**src/design/gpibrl_pkg.sv**
```systemverilog
// constants and types for the listener remote/local control block
// assumes one 20 MHz system clock and an AXI4-Lite register bus
package gpibrl_pkg;

    // ------------------------------------------------------------
    // clock
    // ------------------------------------------------------------
    localparam int CLK_PERIOD_NS = 50;

    // ------------------------------------------------------------
    // interface commands, seven low data lines only
    // ------------------------------------------------------------
    localparam logic [6:0] CMD_GTL   = 7'h01;
    localparam logic [6:0] CMD_SDC   = 7'h04;
    localparam logic [6:0] CMD_LLO   = 7'h11;
    localparam logic [6:0] CMD_DCL   = 7'h14;
    localparam logic [6:0] CMD_UNL   = 7'h3f;
    localparam logic [1:0] GRP_LISTEN = 2'h1;
    localparam logic [6:0] DATA_MASK  = 7'h7f;

    // ------------------------------------------------------------
    // program code characters
    // ------------------------------------------------------------
    localparam logic [6:0] CH_A     = 7'h41;
    localparam logic [6:0] CH_P     = 7'h50;
    localparam logic [6:0] CH_D     = 7'h44;
    localparam logic [6:0] CH_B     = 7'h42;
    localparam logic [6:0] CH_M     = 7'h4d;
    localparam logic [6:0] CH_V     = 7'h56;
    localparam logic [6:0] CH_MINUS = 7'h2d;
    localparam logic [6:0] CH_POINT = 7'h2e;
    localparam logic [6:0] CH_0     = 7'h30;
    localparam logic [6:0] CH_9     = 7'h39;
    localparam logic [6:0] CH_LOW_A = 7'h61;
    localparam logic [6:0] CH_LOW_Z = 7'h7a;
    localparam logic [6:0] CASE_FOLD = 7'h5f;

    // ------------------------------------------------------------
    // amplitude, signed tenths of a dB
    // ------------------------------------------------------------
    localparam logic [15:0] AMP_INIT = 16'hfb0a; // -127.0 dBm

    // ------------------------------------------------------------
    // register map, byte addresses
    // ------------------------------------------------------------
    localparam logic [7:0] REG_CTRL   = 8'h00;
    localparam logic [7:0] REG_STATUS = 8'h04;
    localparam logic [7:0] REG_AMPL   = 8'h08;
    localparam logic [4:0] CTRL_ADDR_RESET = 5'h07;
    localparam int ST_REMOTE  = 0;
    localparam int ST_ADDR    = 1;
    localparam int ST_LOCKOUT = 2;
    localparam int ST_DBMV    = 3;
    localparam logic [1:0] RESP_OKAY   = 2'h0;
    localparam logic [1:0] RESP_SLVERR = 2'h2;

    // ------------------------------------------------------------
    // front panel
    // ------------------------------------------------------------
    localparam int NUM_KEYS = 16;

    typedef enum logic [2:0] {
        P_IDLE, P_A, P_NUM, P_D, P_DB, P_DBM
    } gpibrl_pstate_e;

endpackage : gpibrl_pkg

```
**src/design/gpibrl_cmd_decode.sv**
```systemverilog
// byte classifier for bytes taken from the bus
// assumes the acceptor handshake delivers one strobe per byte
`timescale 1ns/1ns
module gpibrl_cmd_decode
    import gpibrl_pkg::*;
(
    // byte from bus
    input  wire logic [7:0] busData,
    input  wire logic       busAtn,
    input  wire logic       busStrobe,
    input  wire logic [4:0] myAddr,
    // classified
    output logic            cmdGtl,
    output logic            cmdSdc,
    output logic            cmdLlo,
    output logic            cmdDcl,
    output logic            cmdUnl,
    output logic            listenMine,
    output logic            listenOther,
    output logic            dataValid,
    output logic [6:0]      dataChar
);
    logic [6:0] low7;
    logic       cmdByte;

    always_comb begin
        low7    = busData[6:0] & DATA_MASK;
        cmdByte = busStrobe & busAtn;
        cmdGtl  = cmdByte & (low7 == CMD_GTL);
        cmdSdc  = cmdByte & (low7 == CMD_SDC);
        cmdLlo  = cmdByte & (low7 == CMD_LLO);
        cmdDcl  = cmdByte & (low7 == CMD_DCL);
        cmdUnl  = cmdByte & (low7 == CMD_UNL);
        // talk, poll, trigger and control bytes fall through unused
        listenMine  = cmdByte & (low7[6:5] == GRP_LISTEN) & (low7[4:0] == myAddr) &
                      (low7 != CMD_UNL);
        listenOther = cmdByte & (low7[6:5] == GRP_LISTEN) & (low7[4:0] != myAddr) &
                      (low7 != CMD_UNL);
        dataValid = busStrobe & ~busAtn;
        if (low7 >= CH_LOW_A && low7 <= CH_LOW_Z) begin
            dataChar = low7 & CASE_FOLD;
        end else begin
            dataChar = low7;
        end
    end
endmodule : gpibrl_cmd_decode

```
**src/design/gpibrl_listener.sv**
```systemverilog
// listener remote/local control with front panel gating and amplitude code parser
// assumes bus lines and keys are synchronous to sys_clk, one strobe per byte
`timescale 1ns/1ns
module gpibrl_listener
    import gpibrl_pkg::*;
(
    // clock and reset
    input  wire logic                sys_clk,
    input  wire logic                sys_rst,
    // bus lines
    input  wire logic                busRen,
    input  wire logic                busIfc,
    input  wire logic                busAtn,
    input  wire logic                busStrobe,
    input  wire logic [7:0]          busData,
    // front panel
    input  wire logic [NUM_KEYS-1:0] keyPress,
    input  wire logic                localKey,
    input  wire logic                powerResetSwitch,
    output logic [NUM_KEYS-1:0]      keyAccept,
    output logic                     remoteIndicator,
    output logic                     addressedIndicator,
    output logic                     dbIndicator,
    output logic                     mvIndicator,
    output logic                     dbmIndicator,
    output logic [15:0]              amplitude,
    // axi4-lite write
    input  wire logic [7:0]          s_axi_awaddr,
    input  wire logic                s_axi_awvalid,
    output logic                     s_axi_awready,
    input  wire logic [31:0]         s_axi_wdata,
    input  wire logic [3:0]          s_axi_wstrb,
    input  wire logic                s_axi_wvalid,
    output logic                     s_axi_wready,
    output logic [1:0]               s_axi_bresp,
    output logic                     s_axi_bvalid,
    input  wire logic                s_axi_bready,
    // axi4-lite read
    input  wire logic [7:0]          s_axi_araddr,
    input  wire logic                s_axi_arvalid,
    output logic                     s_axi_arready,
    output logic [31:0]              s_axi_rdata,
    output logic [1:0]               s_axi_rresp,
    output logic                     s_axi_rvalid,
    input  wire logic                s_axi_rready
);
    // ------------------------------------------------------------
    // byte decode
    // ------------------------------------------------------------
    logic       cmdGtl, cmdSdc, cmdLlo, cmdDcl, cmdUnl;
    logic       listenMine, listenOther, dataValid;
    logic [6:0] dataChar;
    logic [4:0] myAddr;

    gpibrl_cmd_decode u_decode (
        .busData     (busData),
        .busAtn      (busAtn),
        .busStrobe   (busStrobe),
        .myAddr      (myAddr),
        .cmdGtl      (cmdGtl),
        .cmdSdc      (cmdSdc),
        .cmdLlo      (cmdLlo),
        .cmdDcl      (cmdDcl),
        .cmdUnl      (cmdUnl),
        .listenMine  (listenMine),
        .listenOther (listenOther),
        .dataValid   (dataValid),
        .dataChar    (dataChar)
    );

    // ------------------------------------------------------------
    // remote/local state and parser
    // ------------------------------------------------------------
    gpibrl_pstate_e  pState, next_pState;
    logic            lockout, next_lockout;
    logic            next_remote, next_addressed;
    logic            next_db, next_mv, next_dbm;
    logic [15:0]     next_amplitude;
    logic [15:0]     acc, next_acc;
    logic            neg, next_neg, point, next_point, frac, next_frac;
    logic [NUM_KEYS-1:0] next_keyAccept;
    logic            cmdClear, dataTaken, gtlTaken;
    logic [15:0]     applied;

    function automatic logic [15:0] times10(input logic [15:0] v);
        times10 = {v[12:0], 3'h0} + {v[14:0], 1'h0};
    endfunction : times10

    always_comb begin
        cmdClear  = cmdDcl | (cmdSdc & addressedIndicator);
        gtlTaken  = cmdGtl & addressedIndicator;
        dataTaken = dataValid & addressedIndicator;
        applied   = frac ? acc : times10(acc);
        if (neg) begin
            applied = 16'h0000 - applied;
        end
        next_remote    = remoteIndicator;
        next_addressed = addressedIndicator;
        next_lockout   = lockout;
        next_db        = dbIndicator;
        next_mv        = mvIndicator;
        next_dbm       = dbmIndicator;
        next_amplitude = amplitude;
        next_pState    = pState;
        next_acc       = acc;
        next_neg       = neg;
        next_point     = point;
        next_frac      = frac;
        // panel keys pass only in local, judged on the current state
        next_keyAccept = remoteIndicator ? '0 : keyPress;
        if (powerResetSwitch) begin
            next_remote    = 1'b0;
            next_addressed = 1'b0;
            next_lockout   = 1'b0;
            next_db        = 1'b0;
            next_mv        = 1'b0;
            next_dbm       = 1'b1;
            next_amplitude = AMP_INIT;
            next_pState    = P_IDLE;
        end else begin
            if (listenMine) begin
                next_addressed = 1'b1;
                if (busRen) begin
                    next_remote = 1'b1;
                end
            end
            if (listenOther || cmdUnl) begin
                next_addressed = 1'b0;
            end
            if (cmdLlo && busRen) begin
                next_lockout = 1'b1;
            end
            if (gtlTaken) begin
                next_remote = 1'b0;
            end
            if (localKey && remoteIndicator && !lockout) begin
                next_remote = 1'b0;
            end
            if (cmdClear) begin
                next_amplitude = AMP_INIT;
                next_db        = 1'b0;
                next_mv        = 1'b0;
                next_dbm       = 1'b1;
                next_pState    = P_IDLE;
            end
            // only the amplitude code is decoded in this block
            if (dataTaken) begin
                next_pState = P_IDLE;
                case (pState)
                    P_IDLE: begin
                        if (dataChar == CH_A) next_pState = P_A;
                    end
                    P_A: begin
                        if (dataChar == CH_P) begin
                            next_pState = P_NUM;
                            next_acc    = 16'h0000;
                            next_neg    = 1'b0;
                            next_point  = 1'b0;
                            next_frac   = 1'b0;
                        end
                    end
                    P_NUM: begin
                        next_pState = P_NUM;
                        if (dataChar >= CH_0 && dataChar <= CH_9) begin
                            // digits past the first decimal are dropped
                            if (!frac) begin
                                next_acc  = times10(acc) + {9'h000, dataChar - CH_0};
                                next_frac = point;
                            end
                        end else if (dataChar == CH_MINUS) begin
                            next_neg = 1'b1;
                        end else if (dataChar == CH_POINT) begin
                            next_point = 1'b1;
                        end else if (dataChar == CH_D) begin
                            next_pState = P_D;
                        end else begin
                            next_pState = P_IDLE;
                        end
                    end
                    P_D: begin
                        if (dataChar == CH_B) begin
                            next_pState = P_DB;
                        end else if (dataChar == CH_M) begin
                            next_amplitude = applied;
                            next_db        = 1'b0;
                            next_mv        = 1'b0;
                            next_dbm       = 1'b1;
                        end
                    end
                    P_DB: begin
                        if (dataChar == CH_M) next_pState = P_DBM;
                    end
                    P_DBM: begin
                        if (dataChar == CH_V) begin
                            next_amplitude = applied;
                            next_db        = 1'b1;
                            next_mv        = 1'b1;
                            next_dbm       = 1'b0;
                        end
                    end
                    default: next_pState = P_IDLE;
                endcase
            end
            // REN release and IFC win over everything above
            if (!busRen) begin
                next_remote  = 1'b0;
                next_lockout = 1'b0;
            end
            if (busIfc) begin
                next_addressed = 1'b0;
            end
        end
    end

    always_ff @(posedge sys_clk) begin
        if (sys_rst) begin
            remoteIndicator    <= 1'b0;
            addressedIndicator <= 1'b0;
            lockout            <= 1'b0;
            dbIndicator        <= 1'b0;
            mvIndicator        <= 1'b0;
            dbmIndicator       <= 1'b1;
            amplitude          <= AMP_INIT;
            pState             <= P_IDLE;
            acc                <= 16'h0000;
            neg                <= 1'b0;
            point              <= 1'b0;
            frac               <= 1'b0;
            keyAccept          <= '0;
        end else begin
            remoteIndicator    <= next_remote;
            addressedIndicator <= next_addressed;
            lockout            <= next_lockout;
            dbIndicator        <= next_db;
            mvIndicator        <= next_mv;
            dbmIndicator       <= next_dbm;
            amplitude          <= next_amplitude;
            pState             <= next_pState;
            acc                <= next_acc;
            neg                <= next_neg;
            point              <= next_point;
            frac               <= next_frac;
            keyAccept          <= next_keyAccept;
        end
    end

    // ------------------------------------------------------------
    // register bus slave
    // ------------------------------------------------------------
    logic        awHeld, next_awHeld, wHeld, next_wHeld;
    logic [7:0]  awAddr, next_awAddr;
    logic [31:0] wData, next_wData;
    logic        wLane0, next_wLane0;
    logic        next_awready, next_wready, next_bvalid, next_arready, next_rvalid;
    logic [1:0]  next_bresp, next_rresp;
    logic [31:0] next_rdata;
    logic [4:0]  next_myAddr;

    always_comb begin
        next_awHeld = awHeld;
        next_wHeld  = wHeld;
        next_awAddr = awAddr;
        next_wData  = wData;
        next_wLane0 = wLane0;
        next_bvalid = s_axi_bvalid;
        next_bresp  = s_axi_bresp;
        next_rvalid = s_axi_rvalid;
        next_rresp  = s_axi_rresp;
        next_rdata  = s_axi_rdata;
        next_myAddr = myAddr;
        if (s_axi_awvalid && s_axi_awready) begin
            next_awHeld = 1'b1;
            next_awAddr = s_axi_awaddr;
        end
        if (s_axi_wvalid && s_axi_wready) begin
            next_wHeld  = 1'b1;
            next_wData  = s_axi_wdata;
            next_wLane0 = s_axi_wstrb[0];
        end
        if (s_axi_bvalid && s_axi_bready) begin
            next_bvalid = 1'b0;
        end
        if (awHeld && wHeld && !s_axi_bvalid) begin
            next_awHeld = 1'b0;
            next_wHeld  = 1'b0;
            next_bvalid = 1'b1;
            next_bresp  = RESP_OKAY;
            // control address is the only writable field; status is read-only
            if ({awAddr[7:2], 2'h0} == REG_CTRL) begin
                if (wLane0) next_myAddr = wData[4:0];
            end else if ({awAddr[7:2], 2'h0} != REG_STATUS &&
                         {awAddr[7:2], 2'h0} != REG_AMPL) begin
                next_bresp = RESP_SLVERR;
            end
        end
        if (s_axi_rvalid && s_axi_rready) begin
            next_rvalid = 1'b0;
        end
        if (s_axi_arvalid && s_axi_arready) begin
            next_rvalid = 1'b1;
            next_rresp  = RESP_OKAY;
            next_rdata  = 32'h0000_0000;
            case ({s_axi_araddr[7:2], 2'h0})
                REG_CTRL:   next_rdata[4:0] = myAddr;
                REG_STATUS: begin
                    next_rdata[ST_REMOTE]  = remoteIndicator;
                    next_rdata[ST_ADDR]    = addressedIndicator;
                    next_rdata[ST_LOCKOUT] = lockout;
                    next_rdata[ST_DBMV]    = mvIndicator;
                end
                REG_AMPL:   next_rdata[15:0] = amplitude;
                default:    next_rresp = RESP_SLVERR;
            endcase
        end
        next_awready = ~next_awHeld & ~next_bvalid;
        next_wready  = ~next_wHeld & ~next_bvalid;
        next_arready = ~next_rvalid;
    end

    always_ff @(posedge sys_clk) begin
        if (sys_rst) begin
            awHeld        <= 1'b0;
            wHeld         <= 1'b0;
            awAddr        <= 8'h00;
            wData         <= 32'h0000_0000;
            wLane0        <= 1'b0;
            s_axi_awready <= 1'b0;
            s_axi_wready  <= 1'b0;
            s_axi_bvalid  <= 1'b0;
            s_axi_bresp   <= RESP_OKAY;
            s_axi_arready <= 1'b0;
            s_axi_rvalid  <= 1'b0;
            s_axi_rresp   <= RESP_OKAY;
            s_axi_rdata   <= 32'h0000_0000;
            myAddr        <= CTRL_ADDR_RESET;
        end else begin
            awHeld        <= next_awHeld;
            wHeld         <= next_wHeld;
            awAddr        <= next_awAddr;
            wData         <= next_wData;
            wLane0        <= next_wLane0;
            s_axi_awready <= next_awready;
            s_axi_wready  <= next_wready;
            s_axi_bvalid  <= next_bvalid;
            s_axi_bresp   <= next_bresp;
            s_axi_arready <= next_arready;
            s_axi_rvalid  <= next_rvalid;
            s_axi_rresp   <= next_rresp;
            s_axi_rdata   <= next_rdata;
            myAddr        <= next_myAddr;
        end
    end
endmodule : gpibrl_listener

```
**config.mk**
```make
export PLATFORM = sky130hd
export DESIGN_NAME = gpibrl_listener
export DESIGN_NICKNAME = d
export VERILOG_FILES = /design/src/design/gpibrl_pkg.sv /design/src/design/gpibrl_cmd_decode.sv /design/src/design/gpibrl_listener.sv
export SDC_FILE = /design/constraint.sdc
export NUM_CORES = 1
export LEC_CHECK = 0
export BUFFER_PORTS_ARGS = -buffer_cell sky130_fd_sc_hd__buf_2
export CAP_MARGIN = 40
export CORE_MARGIN = 2
export CORE_UTILIZATION = 56
export CTS_BUF_LIST = sky130_fd_sc_hd__clkbuf_8
export DETAILED_ROUTE_END_ITERATION = 7
export HOLD_SLACK_MARGIN = 0.08
export PLACE_DENSITY = 0.95
export SLEW_MARGIN = 20
export SYNTH_ARGS = -nofsm -noshare
export SYNTH_HDL_FRONTEND = slang
export SYNTH_HIERARCHICAL = 1
export SYNTH_SLANG_ARGS = --single-unit
```
**constraint.sdc**
```tcl
create_clock -name sys_clk -period 6.9 [get_ports sys_clk]
set_clock_uncertainty 0.1 [all_clocks]
set_input_delay 0.69 -clock sys_clk [delete_from_list [all_inputs] [get_ports sys_clk]]
set_output_delay 0.69 -clock sys_clk [all_outputs]
set_load 0.01 [all_outputs]
```
==> results of run 1 <==
==> per-stage QoR <==
stage               total power, mW  instances
global placement              0.708        952
CTS                            1.10        970
global route                   1.14        971
finish                         1.10        971
detailed placement            0.714        954
floorplan                     0.685        757
==> power by group through the flow <==
stage          logic (mW)  registers [mW]  clock network, mW
6_report           0.0945           0.608              0.400
3_3_place_gp       0.0875           0.620                  0
4_1_cts            0.0929           0.608              0.395
5_1_grt             0.104           0.610              0.421
3_5_place_dp       0.0920           0.622                  0
2_1_floorplan      0.0625           0.623                  0
==> layout make-up <==
class                      instances  area share
clock buffer                      10      0.0203
clock inverter                     6      0.0101
inverter                          23      0.0127
multi-input combinational        571       0.540
sequential                       102       0.301
tap                              140      0.0258
timing repair buffer             119      0.0901
==> cell usage after synthesis, types with 14 or more instances <==
library cell	instances	area share
a21oi_1	54	0.045
a22oi_1	20	0.025
and2_1	20	0.021
buf_4	25	0.031
clkbuf_1	22	0.014
dfxtp_1	102	0.34
ha_1	24	0.049
inv_1	23	0.014
nand2_1	62	0.038
nand3_1	24	0.020
nor2_1	77	0.048
nor3_1	22	0.018
nor4_1	14	0.014
o21ai_0	26	0.021
xnor2_1	26	0.038
==> logic make-up after synthesis <==
logic type,synth area share
adder cells (fa/ha/maj),0.0561
XOR/XNOR,0.0590
multiplexers,0.0254
AO/OA/AOI/OAI,0.223
other,0.000618
flip-flops,0.336
buffers and inverters,0.0699
AND/OR/NAND/NOR,0.229
==> critical path: stages (launching register included) <==
cell and delay [ns]:
dfxtp_1 0.60, ha_1 0.32, a211oi_2 0.41, nor2_1 0.12, xor2_1 0.50, ha_1 0.31, nand2_1 0.06, o21ai_0 0.49
nand2_1 0.22, or3_1 0.38, xnor2_1 0.13, a22o_1 0.19
==> routing by layer <==
layer | up-vias | GRT usage | share of wire
met3 | 38 | 0.0561 | 0.068
li1 | 2805 | - | -
met1 | 2776 | 0.353 | 0.41
met5 | - | 0 | 0
met4 | 0 | 0.0934 | 0.024
met2 | 279 | 0.470 | 0.50
==> flip-flops by register name (all words and copies together), names as in the netlist, 3 cells and up <==
name         count
amplitude       16
pState           3
wData            5
s_axi_rdata     16
awAddr           6
acc             16
keyAccept       16
myAddr           5
==> worst paths after layout <==
path                         startpoint               endpoint  slack [ns]  depth (start not counted)
setup reg to reg    acc[1]$_SDFFE_PP0P_   acc[12]$_SDFFE_PP0P_        2.95                         11
hold / removal    wData[2]$_SDFFE_PP0P_  wData[2]$_SDFFE_PP0P_        0.36                          2
setup / recovery    acc[1]$_SDFFE_PP0P_   acc[12]$_SDFFE_PP0P_        2.95                         11
hold reg to reg   wData[2]$_SDFFE_PP0P_  wData[2]$_SDFFE_PP0P_        0.36                          2
==> run_results.csv, run 1 <==
group,metric,value,unit
timing,slew_violations,0,
placed_design,dpl.hpwl,11.9,mm
cts,postCtsSetupBuffers,0,
floorplan,coreArea,10700,sq um
pwr,clkPwrFrac,0.363,
pwr,power_switching,287,uW
run_status,status,"finished clean",
cts,cts_buffer_depth,2,
synth,async_reset_ff_frac,0,
pwr,ir_worst_vdd,0.168,mV
cts,path_clk_slew,0.10,ns
cts,ctsHoldBuffers,0,
drt,wl_per_cell,16.8,microns
min_path,hold_class,"flop to flop",
global_route,grt_max_degree,60,
timing,worst_pin_slew,0.808,ns
floorplan,num_rows,38,
worst_setup_path,crit_path_max_fanout,12,
layout,final_cell_mix,"buf_2, dfxtp_1, nor2_1",
layout,diodes,0,
drt,vias,5898,
cts,cts_made_buffers,9,
timing,rsz0062_at_grt,"false",
floorplan,start_util,0.567,
floorplan,fp.dieH,108,microns
placed_design,post_dp_cell_area,6580,sq um
worst_setup_path,startpoint_type,"flop",
placed_design,post-place-ws,2.75,ns
layout,fill_cells,845,
pwr,p_sw_frac,0.261,
pwr,power.density,162,nW/um^2
layout,final_area,6790,sq um
global_route,grt_pass1_vias,5428,
global_route,grt-ovfl-total,0,
timing,fin_crit,3.95,ns
synth,synth_edf_count,0,
timing,timing.fmax,0.253,GHz
layout,areaGrowthSynthToFinish,11.9,%
layout,utilization,0.635,
timing,setup_violations,0,
timing,worst_slack,2.95,ns
synth,synth_ff_type,"dfxtp_1",
timing,finalHoldViolations,0,
cts,clk_latency,0.39,ns
pwr,p_leak,2.88,nW
worst_setup_path,path_class,"flop to flop",
global_route,antenna_found_initial,0,
synth,synth_area_per_cell,8.20,sq um
worst_setup_path,crit_path_end_kind,"flop",
worst_setup_path,crit_required,7.09,ns
synth,syn-cell-area,6070,sq um
layout,multiInputGateArea,3670,sq um
layout,regArea,2040,sq um
drt,drc,0,
layout,drive_above_1_share,0.185,
cts,clock_tree.root_cell,"clkbuf_8",
drt,viasPerCell,6.07,
timing,hold-worst-slack,0.362,ns
pwr,power_frac_comb,0.086,
layout,nNetsFinal,941,
pwr,intPower,815,uW
timing,setup-tns-final,0,ns
drt,drt-pass1-iter-count,5,
drt,wirelength,16.3,mm
floorplan,die_x,108,microns
drt,drt_iter0_markers,574,
timing,fin_crit_sh,0.573,
worst_setup_path,worst_ep_arrival_time,4.14,ns
synth,ys_types,79,
cts,clock_sinks,102,
pwr,pwr-share-seq,0.552,
layout,layout_commonest_cell,"buf_2",
synth,ys_ff_latch,102,
placed_design,portBuffers,113,
timing,relSlewSlack,0.459,
cts,cts_resized,0,
drt,ant_nets,0,
synth,ys.warnings.count,6,
synth,postSynthCellCount,740,
cts,htree_levels,3,
floorplan,dieArea,11700,sq um
global_route,track_usage,0.278,
cts,cts_tree,"yes",
flow_run,cap_violations,0,
placed_design,finalWeightedCongestion,0.921,
global_route,grt_pass1_wl,26.3,mm
synth,seq_area_frac_synth,0.336,
floorplan,ios,167,
(Power assumes the default switching activity.)
==> run 2: changes to the inputs <==
--- a/config.mk
+++ b/config.mk
@@ -8,11 +8,11 @@
 export BUFFER_PORTS_ARGS = -buffer_cell sky130_fd_sc_hd__buf_2
 export CAP_MARGIN = 40
 export CORE_MARGIN = 2
-export CORE_UTILIZATION = 56
+export CORE_UTILIZATION = 49
 export CTS_BUF_LIST = sky130_fd_sc_hd__clkbuf_8
 export DETAILED_ROUTE_END_ITERATION = 7
 export HOLD_SLACK_MARGIN = 0.08
-export PLACE_DENSITY = 0.95
+export PLACE_DENSITY = 0.9
 export SLEW_MARGIN = 20
 export SYNTH_ARGS = -nofsm -noshare
 export SYNTH_HDL_FRONTEND = slang
==> constraint.sdc (replaced) <==
create_clock -name sys_clk -period 3.47 [get_ports sys_clk]
set_clock_uncertainty 0.1 [all_clocks]
set_input_delay 0.347 -clock sys_clk [delete_from_list [all_inputs] [get_ports sys_clk]]
set_output_delay 0.347 -clock sys_clk [all_outputs]
set_load 0.01 [all_outputs]
==> run 2 against run 1 <==
Compared with the run above:
- via count rose by 2.2%
- flip-flop and latch count did not move
- hold slack worse by 0.27 ns
- non-clock buffer count is 34 higher
- cell count increased by 6.4%
- maximum frequency up 19%
- first-iteration DRC count up 8.2%
- die area rose by 14%
- wire length increased by 3.7%
- critical path type unchanged
==> run_results.csv, run 2 (synthesis results as in run 1) <==
group,metric,value,unit
worst_setup_path,crit_path_end_kind,"flop",
timing,setup-tns-final,0,ns
drt,wl_met3,1.22,mm
global_route,grt-ovfl-total,0,
floorplan,num_rows,40,
placed_design,dpl.hpwl,11.7,mm
drt,vias,6027,
drt,viasPerCell,5.83,
run_status,status,"finished clean",
global_route,track_usage,0.248,
cts,cts_made_buffers,9,
layout,nNetsFinal,975,
drt,top_layer,"met4",
worst_setup_path,startpoint_type,"flop",
worst_setup_path,crit_path_max_fanout,7,
floorplan,fp.dieH,115,microns
timing,rsz0062_at_grt,"false",
drt,wl_met2,8.40,mm
layout,diodes,0,
timing,finalHoldViolations,0,
min_path,hold_class,"input port to flop",
worst_setup_path,worst_ep_arrival_time,3.48,ns
floorplan,ios,167,
layout,areaGrowthSynthToFinish,17.3,%
worst_setup_path,critPathSlowestCell,"a211oi_1",
timing,slew_violations,0,
layout,regArea,2040,sq um
drt,wl_met1,6.85,mm
timing,hold-worst-slack,0.0949,ns
timing,worst_pin_slew,0.757,ns
floorplan,start_util,0.503,
cts,path_clk_slew,0.11,ns
pwr,p_leak,3.05,nW
floorplan,die_x,115,microns
drt,wl_per_cell,16.3,microns
layout,fill_cells,994,
worst_setup_path,crit_chain,"ha_1 > inv_1 > fa_1 > nor2b_1 > o21a_4 > o21ai_0 > a211oi_1 > o211ai_1 > o41ai_2 > xor2_1 > a21oi_1",
global_route,antenna_found_initial,0,
cts,clock_tree.root_cell,"clkbuf_8",
timing,timing.fmax,0.301,GHz
worst_setup_path,cpPeakStageDelay,0.51,ns
global_route,grt_pass1_wl,26.6,mm
timing,relSlewSlack,0.490,
flow_run,cap_violations,0,
drt,wirelength,16.9,mm
cts,cts_buffer_depth,2,
drt,drt_iter0_markers,621,
worst_setup_path,crit_required,3.64,ns
placed_design,post_dp_cell_area,6740,sq um
pwr,ir_worst_vdd,0.274,mV
cts,clk_latency,0.39,ns
global_route,grt_pass1_vias,5512,
global_route,grt_max_degree,40,
drt,drc,0,
worst_setup_path,path_class,"flop to flop",
cts,htree_levels,3,
timing,fin_crit,3.32,ns
layout,final_area,7120,sq um
pwr,power.density,312,nW/um^2
cts,clock_sinks,102,
placed_design,portBuffers,113,
cts,postCtsSetupBuffers,0,
layout,layout_commonest_cell,"buf_2",
floorplan,coreArea,12100,sq um
drt,drt-pass1-iter-count,5,
drt,ant_nets,0,
pwr,report.power.total,2.22,mW
layout,drive_above_1_share,0.198,
timing,setup_violations,0,
placed_design,finalWeightedCongestion,0.958,
layout,final_cell_mix,"buf_2, dfxtp_1, nor2_1",
floorplan,dieArea,13300,sq um
cts,cts_tree,"yes",
layout,multiInputGateArea,3670,sq um
timing,fin_crit_sh,0.956,
run 2: area by class of cell:
class	instances	share of cell area
multi-input cells	571	0.515
flip-flops and latches	102	0.287
repair buffers	153	0.128
well taps	168	0.0295
clock buffers	9	0.0174
inverters	23	0.0121
clock inverters	7	0.0116
run 2: worst max-delay path: cells and delay by family (launching register included):
kind | cells | cell delay (ns)
AOI/OAI and AO/OA | 6 | 1.51
adders and majority gates | 2 | 0.66
buffers and inverters | 1 | 0.06
xor gates and xnor gates | 1 | 0.17
DFF | 1 | 0.48
and+or+nand+nor | 1 | 0.22
run 2: per-stage QoR:
stage / cells / setup slack, ns / utilization
after floorplan: 757 / 0.368 / -
after global placement: 999 / 0.131 / 0.558
after detailed placement: 999 / 0.0704 / 0.558
after CTS: 1031 / 0.207 / 0.589
after global routing: 1033 / 0.00468 / 0.590
final: 1033 / 0.152 / 0.590
run 2: per-layer routing:
metal	GRT usage	vias up
met3	0.0411	39
met2	0.434	310
met5	0	-
met1	0.310	2807
li1	-	2871
met4	0.0835	0
run 2: what timing repair did:
action                                  CTS  global route
hold endpoints to repair                 16             1
hold buffers                             16             1
endpoints found under the setup margin    0             2
gates resized for setup                   0             1
run 2: final timing paths:
| kind | endpoint | from | slack, ns | cells past startpoint |
|---|---|---|---|---|
| max | amplitude[14]$_SDFF_PP1_ | acc[2]$_SDFFE_PP0P_ | 0.15 | 11 |
| min | awAddr[3]$_SDFFE_PP0P_ | s_axi_awaddr[3] | 0.09 | 3 |
| max reg2reg | amplitude[14]$_SDFF_PP1_ | acc[2]$_SDFFE_PP0P_ | 0.15 | 11 |
| min reg2reg | wData[2]$_SDFFE_PP0P_ | wData[2]$_SDFFE_PP0P_ | 0.36 | 2 |
run 2: power by group:
part	leakage, nW	internal, mW	switching, mW	total [mW]
Combinational	2.11	0.0875	0.121	0.209
Clock	0.109	0.345	0.457	0.802
Sequential	0.829	1.19	0.0155	1.21
